--- src/inc/fspc_regs.vh ---
`ifndef FSPC_REGS_VH
`define FSPC_REGS_VH

// ============================================================
// command bytes of the protection sequences
`define FSPC_OP_PREFIX0      8'h3D
`define FSPC_OP_PREFIX1      8'h2A
`define FSPC_OP_PREFIX2      8'h7F
`define FSPC_OP_PROT_ON      8'hA9
`define FSPC_OP_PROT_OFF     8'h9A

// ============================================================
// selection register layout
`define FSPC_SEL_BYTES       16
`define FSPC_SEL_IDX_W       4
`define FSPC_SEL_ON          8'hFF
`define FSPC_SEL_OFF         8'h00
`define FSPC_SEL_ERASED      8'hFF
`define FSPC_SEL_RESET       8'h00
`define FSPC_S0A_MSB         7
`define FSPC_S0A_LSB         6
`define FSPC_S0B_MSB         5
`define FSPC_S0B_LSB         4
`define FSPC_S0A_LAST_PAGE   8'h07

// ============================================================
// timing: clock rate and the write-protect filter delays
`define FSPC_CLK_MHZ         200
`define FSPC_ASSERT_DLY_NS   100
`define FSPC_RELEASE_DLY_NS  100
`define FSPC_ASSERT_DLY_CYC  ((`FSPC_ASSERT_DLY_NS * `FSPC_CLK_MHZ) / 1000)
`define FSPC_RELEASE_DLY_CYC ((`FSPC_RELEASE_DLY_NS * `FSPC_CLK_MHZ) / 1000)

`endif

--- src/core/fspc_spi_rx.v ---
`timescale 1ns/1ps
`default_nettype none

// ============================================================
// serial byte receiver, modes 0 and 3, sampled by clk
module fspc_spi_rx (
  // clock and reset
  input  wire       clk,
  input  wire       resetn,
  // serial pins
  input  wire       spi_sck,
  input  wire       spi_cs_n,
  input  wire       spi_mosi,
  // byte stream
  output reg        rx_byte_vld,
  output reg  [7:0] rx_byte,
  // frame events
  output reg        frame_start,
  output reg        frame_end,
  output reg        frame_ragged
);

  reg [2:0] sck_s;
  reg [2:0] cs_s;
  reg [1:0] mosi_s;
  reg [6:0] shift_r;
  reg [2:0] bitcnt_r;
  wire      sck_rise = sck_s[1] & ~sck_s[2];
  wire      cs_act   = ~cs_s[1];

  // pin synchronisers; edges look only at stages two and three
  always @(posedge clk or negedge resetn)
  begin
    if (!resetn)
    begin
      sck_s  <= 3'b000;
      cs_s   <= 3'b111;
      mosi_s <= 2'b00;
    end
    else
    begin
      sck_s  <= {sck_s[1:0], spi_sck};
      cs_s   <= {cs_s[1:0], spi_cs_n};
      mosi_s <= {mosi_s[0], spi_mosi};
    end
  end

  // shift on rising serial clock, msb first
  always @(posedge clk or negedge resetn)
  begin
    if (!resetn)
    begin
      shift_r      <= 7'h00;
      bitcnt_r     <= 3'd0;
      rx_byte      <= 8'h00;
      rx_byte_vld  <= 1'b0;
      frame_start  <= 1'b0;
      frame_end    <= 1'b0;
      frame_ragged <= 1'b0;
    end
    else
    begin
      rx_byte_vld  <= 1'b0;
      frame_start  <= cs_act & cs_s[2];
      frame_end    <= ~cs_act & ~cs_s[2];
      frame_ragged <= ~cs_act & ~cs_s[2] & (bitcnt_r != 3'd0);
      if (!cs_act)
        bitcnt_r <= 3'd0;
      else if (sck_rise)
      begin
        shift_r  <= {shift_r[5:0], mosi_s[1]};
        bitcnt_r <= bitcnt_r + 3'd1;
        if (bitcnt_r == 3'd7)
        begin
          rx_byte     <= {shift_r, mosi_s[1]};
          rx_byte_vld <= 1'b1;
        end
      end
    end
  end

endmodule // fspc_spi_rx

`default_nettype wire

--- src/core/fspc_top.v ---
`include "fspc_regs.vh"
`timescale 1ns/1ps
`default_nettype none

module fspc_top #(
  parameter integer ASSERT_CYC  = `FSPC_ASSERT_DLY_CYC,
  parameter integer RELEASE_CYC = `FSPC_RELEASE_DLY_CYC,
  parameter integer FILT_CNT_W  = 8
) (
  // clock and reset
  input  wire        clk,
  input  wire        resetn,

  // serial link from the host
  input  wire        spi_sck,
  input  wire        spi_cs_n,
  input  wire        spi_mosi,

  // write-protect pin, active low
  input  wire        wp_n_pin,

  // operation check from the array engine
  input  wire        op_req,
  input  wire        op_sel_reg,
  input  wire [3:0]  op_sector,
  input  wire [7:0]  op_page,

  // check answer
  output reg         op_grant,
  output reg         op_deny,
  output reg         busy_start,

  // selection register update from the array engine
  input  wire        sel_erase,
  input  wire        sel_wr,
  input  wire [3:0]  sel_wr_idx,
  input  wire [7:0]  sel_wr_data,

  // selection register read
  input  wire [3:0]  sel_rd_idx,
  output reg  [7:0]  sel_rd_data,

  // status
  output reg         prot_status,
  output reg         wp_active,
  output reg         cmd_prot_on,
  output reg  [16:0] sector_sel_mask
);

  // ============================================================
  // command sequence states
  localparam [5:0] S_IDLE = 6'b000001;
  localparam [5:0] S_B1   = 6'b000010;
  localparam [5:0] S_B2   = 6'b000100;
  localparam [5:0] S_B3   = 6'b001000;
  localparam [5:0] S_B4   = 6'b010000;
  localparam [5:0] S_BAD  = 6'b100000;

  // ============================================================
  // selection decode: sector 0 splits at page 8, the rest are whole bytes
  function sel_hit;
    input [7:0] sel_byte;
    input [3:0] sector;
    input       upper_half;
    begin
      if (sector == 4'd0)
      begin
        if (upper_half)
          sel_hit = &sel_byte[`FSPC_S0B_MSB:`FSPC_S0B_LSB];
        else
          sel_hit = &sel_byte[`FSPC_S0A_MSB:`FSPC_S0A_LSB];
      end
      else
        sel_hit = (sel_byte == `FSPC_SEL_ON);
    end
  endfunction

  // ============================================================
  // signals
  wire       wp_low;
  wire       rx_vld;
  wire [7:0] rx_byte;
  wire       frame_start;
  wire       frame_end;
  wire       frame_ragged;

  reg  [5:0] seq_r;
  reg  [5:0] seq_nxt;
  reg  [7:0] last_r;
  reg  [7:0] last_nxt;
  reg        cmd_en_r;
  reg        cmd_en_nxt;
  reg  [7:0] sel_mem_r [0:`FSPC_SEL_BYTES-1];
  reg  [7:0] tgt_byte;
  reg        tgt_hit;
  reg        deny_nxt;

  wire prot_en  = cmd_en_r | wp_low;
  wire seq_done = (seq_r == S_B4) & ~frame_ragged;
  wire seq_on   = seq_done & (last_r == `FSPC_OP_PROT_ON);
  wire seq_off  = seq_done & (last_r == `FSPC_OP_PROT_OFF);
  wire sel_wr_ok = ~wp_low;

  // ============================================================
  // pin filter and serial receiver
  fspc_wp_filter #(
    .ASSERT_CYC  (ASSERT_CYC),
    .RELEASE_CYC (RELEASE_CYC),
    .CNT_W       (FILT_CNT_W)
  ) u_wp_filter (
    .clk      (clk),
    .resetn   (resetn),
    .wp_n_pin (wp_n_pin),
    .wp_low   (wp_low)
  );

  fspc_spi_rx u_spi_rx (
    .clk          (clk),
    .resetn       (resetn),
    .spi_sck      (spi_sck),
    .spi_cs_n     (spi_cs_n),
    .spi_mosi     (spi_mosi),
    .rx_byte_vld  (rx_vld),
    .rx_byte      (rx_byte),
    .frame_start  (frame_start),
    .frame_end    (frame_end),
    .frame_ragged (frame_ragged)
  );

  // ============================================================
  // command sequence: exactly four whole bytes, judged at deselect
  always @*
  begin
    seq_nxt  = seq_r;
    last_nxt = last_r;
    if (frame_start | frame_end)
      seq_nxt = S_IDLE;
    else if (rx_vld)
    begin
      case (seq_r)
        S_IDLE:
          seq_nxt = (rx_byte == `FSPC_OP_PREFIX0) ? S_B1 : S_BAD;
        S_B1:
          seq_nxt = (rx_byte == `FSPC_OP_PREFIX1) ? S_B2 : S_BAD;
        S_B2:
          seq_nxt = (rx_byte == `FSPC_OP_PREFIX2) ? S_B3 : S_BAD;
        S_B3:
        begin
          last_nxt = rx_byte;
          seq_nxt  = S_B4;
        end
        S_B4:
          seq_nxt = S_BAD; // a fifth byte spoils the frame
        S_BAD:
          seq_nxt = S_BAD;
        default:
          seq_nxt = S_IDLE;
      endcase
    end
  end

  always @(posedge clk or negedge resetn)
  begin
    if (!resetn)
    begin
      seq_r  <= S_IDLE;
      last_r <= 8'h00;
    end
    else
    begin
      seq_r  <= seq_nxt;
      last_r <= last_nxt;
    end
  end

  // ============================================================
  // volatile command protection; cleared only by reset or disable
  always @*
  begin
    cmd_en_nxt = cmd_en_r;
    if (frame_end & seq_on)
      cmd_en_nxt = 1'b1;
    else if (frame_end & seq_off & ~wp_low)
      cmd_en_nxt = 1'b0;
  end

  // power-up state is off, so only the pin can protect until enabled
  always @(posedge clk or negedge resetn)
  begin
    if (!resetn)
      cmd_en_r <= 1'b0;
    else
      cmd_en_r <= cmd_en_nxt;
  end

  // ============================================================
  // selection register storage; pin low freezes it
  genvar gi;
  generate
    for (gi = 0; gi < `FSPC_SEL_BYTES; gi = gi + 1)
    begin : g_sel
      // sector number as a sized constant; a genvar cannot be part-selected
      localparam integer SEC_N = gi;

      always @(posedge clk or negedge resetn)
      begin
        if (!resetn)
          sel_mem_r[gi] <= `FSPC_SEL_RESET;
        else if (sel_erase & sel_wr_ok)
          sel_mem_r[gi] <= `FSPC_SEL_ERASED;
        else if (sel_wr & sel_wr_ok & (sel_wr_idx == SEC_N[3:0]))
          sel_mem_r[gi] <= sel_wr_data;
      end

      // whole-sector view for status, sector 0 shown as two halves
      if (gi == 0)
      begin : g_s0
        always @(posedge clk or negedge resetn)
        begin
          if (!resetn)
            sector_sel_mask[1:0] <= 2'b00;
          else
          begin
            sector_sel_mask[0] <= sel_hit(sel_mem_r[0], 4'd0, 1'b0);
            sector_sel_mask[1] <= sel_hit(sel_mem_r[0], 4'd0, 1'b1);
          end
        end
      end
      else
      begin : g_sn
        always @(posedge clk or negedge resetn)
        begin
          if (!resetn)
            sector_sel_mask[gi+1] <= 1'b0;
          else
            sector_sel_mask[gi+1] <= sel_hit(sel_mem_r[gi], SEC_N[3:0], 1'b0);
        end
      end
    end
  endgenerate

  // ============================================================
  // operation check; the engine starts busy only on a grant
  always @*
  begin
    tgt_byte = sel_mem_r[op_sector];
    tgt_hit  = sel_hit(tgt_byte, op_sector, op_page > `FSPC_S0A_LAST_PAGE);
    if (op_sel_reg)
      deny_nxt = wp_low;
    else
      deny_nxt = prot_en & tgt_hit;
  end

  always @(posedge clk or negedge resetn)
  begin
    if (!resetn)
    begin
      op_grant   <= 1'b0;
      op_deny    <= 1'b0;
      busy_start <= 1'b0;
    end
    else
    begin
      op_grant   <= op_req & ~deny_nxt;
      op_deny    <= op_req & deny_nxt;
      busy_start <= op_req & ~deny_nxt;
    end
  end

  // ============================================================
  // status and read port, all from flops
  always @(posedge clk or negedge resetn)
  begin
    if (!resetn)
    begin
      prot_status <= 1'b0;
      wp_active   <= 1'b0; // filter resets high, as the pull-up leaves it
      cmd_prot_on <= 1'b0;
      sel_rd_data <= 8'h00;
    end
    else
    begin
      prot_status <= prot_en;
      wp_active   <= wp_low;
      cmd_prot_on <= cmd_en_r;
      sel_rd_data <= sel_mem_r[sel_rd_idx];
    end
  end

endmodule // fspc_top

`default_nettype wire

--- src/core/fspc_wp_filter.v ---
`timescale 1ns/1ps
`default_nettype none

// ============================================================
// write-protect pin synchroniser and noise filter
module fspc_wp_filter #(
  parameter integer ASSERT_CYC  = 20,
  parameter integer RELEASE_CYC = 20,
  parameter integer CNT_W       = 8
) (
  // clock and reset
  input  wire clk,
  input  wire resetn,
  // pin side
  input  wire wp_n_pin,
  // filtered level
  output reg  wp_low
);

  reg [1:0]       sync_r;
  reg [CNT_W-1:0] cnt_r;
  wire            pin_low = ~sync_r[1];
  wire [CNT_W-1:0] need = wp_low ? RELEASE_CYC[CNT_W-1:0] : ASSERT_CYC[CNT_W-1:0];

  // two flops before any logic; resets high, like the pulled-up pad
  always @(posedge clk or negedge resetn)
  begin
    if (!resetn)
      sync_r <= 2'b11;
    else
      sync_r <= {sync_r[0], wp_n_pin};
  end

  // a new level must hold for the whole count, so short glitches are dropped
  always @(posedge clk or negedge resetn)
  begin
    if (!resetn)
    begin
      cnt_r  <= {CNT_W{1'b0}};
      wp_low <= 1'b0;
    end
    else if (pin_low == wp_low)
      cnt_r <= {CNT_W{1'b0}};
    else if (cnt_r + 1'b1 >= need)
    begin
      cnt_r  <= {CNT_W{1'b0}};
      wp_low <= pin_low;
    end
    else
      cnt_r <= cnt_r + 1'b1;
  end

endmodule // fspc_wp_filter

`default_nettype wire

--- config.mk ---
export PLATFORM = sky130hd
export DESIGN_NAME = fspc_top
export DESIGN_NICKNAME = d
export VERILOG_FILES = /design/src/core/fspc_spi_rx.v /design/src/core/fspc_top.v /design/src/core/fspc_wp_filter.v
export VERILOG_INCLUDE_DIRS = /design/src /design/src/inc
export SDC_FILE = /design/constraint.sdc
export NUM_CORES = 1
export LEC_CHECK = 0
export BUFFER_PORTS_ARGS = -buffer_cell sky130_fd_sc_hd__buf_2
export CORE_ASPECT_RATIO = 1.75
export CORE_MARGIN = 3
export CORE_UTILIZATION = 41
export DETAILED_ROUTE_END_ITERATION = 10
export GPL_TIMING_DRIVEN = 0
export PLACE_DENSITY = 0.61
export SYNTH_ARGS = -nofsm -noshare
export SYNTH_HDL_FRONTEND = slang
export SYNTH_SLANG_ARGS = --single-unit
--- constraint.sdc ---
create_clock -name clk -period 2.7 [get_ports clk]
set_clock_uncertainty 0.05 [all_clocks]
set_input_delay 0.54 -clock clk [delete_from_list [all_inputs] [get_ports clk]]
set_output_delay 0.54 -clock clk [all_outputs]
set_load 0.01 [all_outputs]
==> results.sh <==
export IMPL_outcome="complete, but fails checks"
export IMPL_violations="hold timing"
export IMPL_path_max_fanout=10
export IMPL_start_util_pct=42.21
export IMPL_n_fill_cell=2238
export IMPL_via_per_inst=5.811
export IMPL_multi_input_area_sq_um=4347
export IMPL_setup_ws_ns=0.2723
export IMPL_placedCellCount=1347
export IMPL_drt_iter0_markers=745
export IMPL_io_pins=69
export IMPL_wl_met1_microns=10930
export IMPL_pre_cts_slack_ns=0.09743
export IMPL_rows=74
export IMPL_core_sq_um=23610
export IMPL_p_leak_uw=0.004848
export IMPL_synth_top_area_share_pct=52.23
export IMPL_grtUsageTotal_pct=23.82
export IMPL_cp_arrival_ns=2.74
export IMPL_die_width_microns=123.9
export IMPL_hold_buffers=0
export IMPL_synth_most_common_cell="nand2_1"
export IMPL_die_y_microns=212.2
export IMPL_ys_ff_latch=214
export IMPL_powerDensity_nw_per_um2=647.1
export IMPL_numCtsBuffers=21
export IMPL_place_gp_congestion=0.9363
export IMPL_yosysTopAreaCell="dfrtp_1"
export IMPL_drv_cap=0
export IMPL_syn2layout_area_growth_pct=13.81
export IMPL_synth_common_cells="nand2_1, dfrtp_1, nand3_1"
export IMPL_grt_max_degree=124
export IMPL_ys_warnings_count=0
export IMPL_dieArea_sq_um=26290
export IMPL_min_period_ns=2.428
export IMPL_io_buffers=53
export IMPL_synth_cell_types=57
export IMPL_drt_total_wl_microns=30620
export IMPL_wl_met3_microns=1884
export IMPL_synthArstFlopShare_pct=100.0
export IMPL_syn_area_sq_um=9966
export IMPL_clk_path_buf_depth=3
export IMPL_post_cts_buffers=0
export IMPL_root_buffer="clkbuf_16"
export IMPL_synth_area_leaders="dfrtp_1, nand2_1, mux4_2"
export IMPL_cts_sinks=214
export IMPL_dpl_hpwl_microns=22800
export IMPL_path_clk_slew_ns=0.06
export IMPL_ir_worst_vdd_v=0.0004007
export IMPL_grt_pass1_wl_microns=47050
export IMPL_final_cell_count_no_fill=1385
export IMPL_report_final_slew_viol_count=0
export IMPL_route_detailed_wl_per_inst_microns=22.11
export IMPL_reg2reg_slack_ns=0.27
export IMPL_startpoint_type="flip-flop"
export IMPL_synth_edf_count=0
export IMPL_clk_latency_ns=0.52
export IMPL_grt_remaining_overflow=0
export IMPL_synth_avg_cell_area_sq_um=10.10
export IMPL_final_nets=1109
export IMPL_wl_met2_microns=15080
export IMPL_max_slew_worst_pin_slew_ns=1.148
export IMPL_min_path_type="input port to async pin"
export IMPL_cts_max_level=1
export IMPL_fin_crit_sh_pct=89.91
export IMPL_worstPathRequired_ns=3.01
export IMPL_ant_nets=0
export IMPL_endpoint_kind="flip-flop"
export IMPL_hold_viol=18
export IMPL_rsz0062_at_grt="no"
export IMPL_drtPass1Iterations=5
export IMPL_ys_flop_type="dfrtp_1"
export IMPL_grt_antenna_before_repair=0
export IMPL_synthCells=987
export IMPL_fmax_ghz=0.4119
export IMPL_top_layer_used="met4"
export IMPL_holdWs_ns=-0.02543
export IMPL_setup_violations=0
export IMPL_relSlewSlack_pct=22.89
export IMPL_n_antenna_cell=0
export IMPL_dr_total_vias=8048
export IMPL_crit_type="flip-flop to flip-flop"
export IMPL_cts_repair_resized=0
export IMPL_area_sequential_sq_um=5363
export IMPL_drc=0
export IMPL_cts_tree="done"
export IMPL_first_global_vias=8017
export IMPL_ys_seq_area_share_pct=53.81
export IMPL_drive_above_1_share_pct=16.00
[state kept, by name (all words and copies together) (netlist names), 2 cells and up]
signal	flops
last_r	8
sector_sel_mask	17
sel_mem_r	128
sel_rd_data	8
seq_r	6
u_spi_rx.bitcnt_r	3
u_spi_rx.cs_s	3
u_spi_rx.mosi_s	2
u_spi_rx.rx_byte	8
u_spi_rx.sck_s	3
u_spi_rx.shift_r	7
u_wp_filter.cnt_r	8
u_wp_filter.sync_r	2
[final cells by class]
class	instances	area share, %
Tap cell	304	3.354
Sequential cell	214	47.28
Clock inverter	4	0.4523
Multi-Input combinational cell	712	38.32
Timing Repair Buffer	54	2.670
Buffer	56	2.096
Clock buffer	34	5.593
Inverter	7	0.2317
[worst max-delay path, cell delays in order, from the launching register on]
cell	delay (ns)
dfrtp_1	0.37
clkbuf_1	0.26
nor2b_1	0.25
nand2_1	0.09
nor2_2	0.46
and3_1	0.23
buf_2	0.26
mux2i_1	0.22
nand2_1	0.08
[per-stage QoR]
| step | instance area (sq um) | utilization [%] | setup TNS, ns | total power, uW |
|---|---|---|---|---|
| after global routing | 11340 | 48.04 | 0 | 7632 |
| after CTS | 11340 | 48.04 | 0 | 7385 |
| after detailed placement | 10660 | 45.14 | 0 | 4459 |
| final | 11340 | 48.04 | 0 | 7339 |
| after floorplan | 9973 | - | 0 | 4042 |
| after global placement | 10620 | 44.98 | -567.89 | 4439 |
[worst paths after layout]
path / from / end / depth (start not counted)
worst max-delay path: u_wp_filter.wp_low$_DFFE_PN0P_ / sel_mem_r[16]$_DFFE_PN0P_ / 8
worst min-delay path: resetn / sel_mem_r[123]$_DFFE_PN0P_ / 1
worst max register to register: u_wp_filter.wp_low$_DFFE_PN0P_ / sel_mem_r[16]$_DFFE_PN0P_ / 8
worst min register to register: u_spi_rx.mosi_s[0]$_DFF_PN0_ / u_spi_rx.mosi_s[1]$_DFF_PN0_ / 0
max in group asynchronous: resetn / sel_mem_r[80]$_DFFE_PN0P_ / 2
min in group clk: spi_cs_n / u_spi_rx.cs_s[0]$_DFF_PN1_ / 1
[report_power, final]
part           internal (uW)  switching (uW)
Sequential              3410             137
Clock                   1710            1230
Combinational            310             540
Total                   5430            1910
[cell usage in the layout, fill, tap and decap left out, types with 5 or more instances in the layout]
cell type	synthesis	routed
and2_1	5	5
mux4_2	41	41
nand3_1	160	160
nand4_1	22	22
nor2b_1	12	12
and3_1	6	6
inv_1	6	6
buf_2	7	59
nand2b_1	7	7
mux2i_1	9	9
ha_1	5	5
nand2_1	280	280
mux2_2	23	23
clkbuf_16	0	21
a21oi_1	9	9
nor3_1	17	17
dfstp_2	6	6
dfrtp_1	208	208
nor2_1	40	40
clkbuf_1	41	48
o21ai_0	18	18
clkbuf_8	0	6
[metal layers]
layer,global-route usage (%),vias to the layer above
met5,0,-
met4,17.78,0
met3,3.673,124
met2,39.67,336
met1,27.16,3972
li1,-,3616
[cell families (layout without fill, tap and decap cells)]
| kind of cell | Yosys count | in the layout | synth area share, % |
|---|---|---|---|
| DFF | 214 | 214 | 53.81 |
| buffers and inverters | 63 | 155 | 2.649 |
| adders and majority gates | 5 | 5 | 0.6277 |
| AOI/OAI and AO/OA | 59 | 59 | 4.018 |
| other | 1 | 3 | 0.03763 |
| xor gates and xnor gates | 7 | 7 | 0.6152 |
| muxes | 73 | 73 | 12.77 |
| and+or+nand+nor | 565 | 565 | 25.47 |
Power figures use the tool's default switching activity.
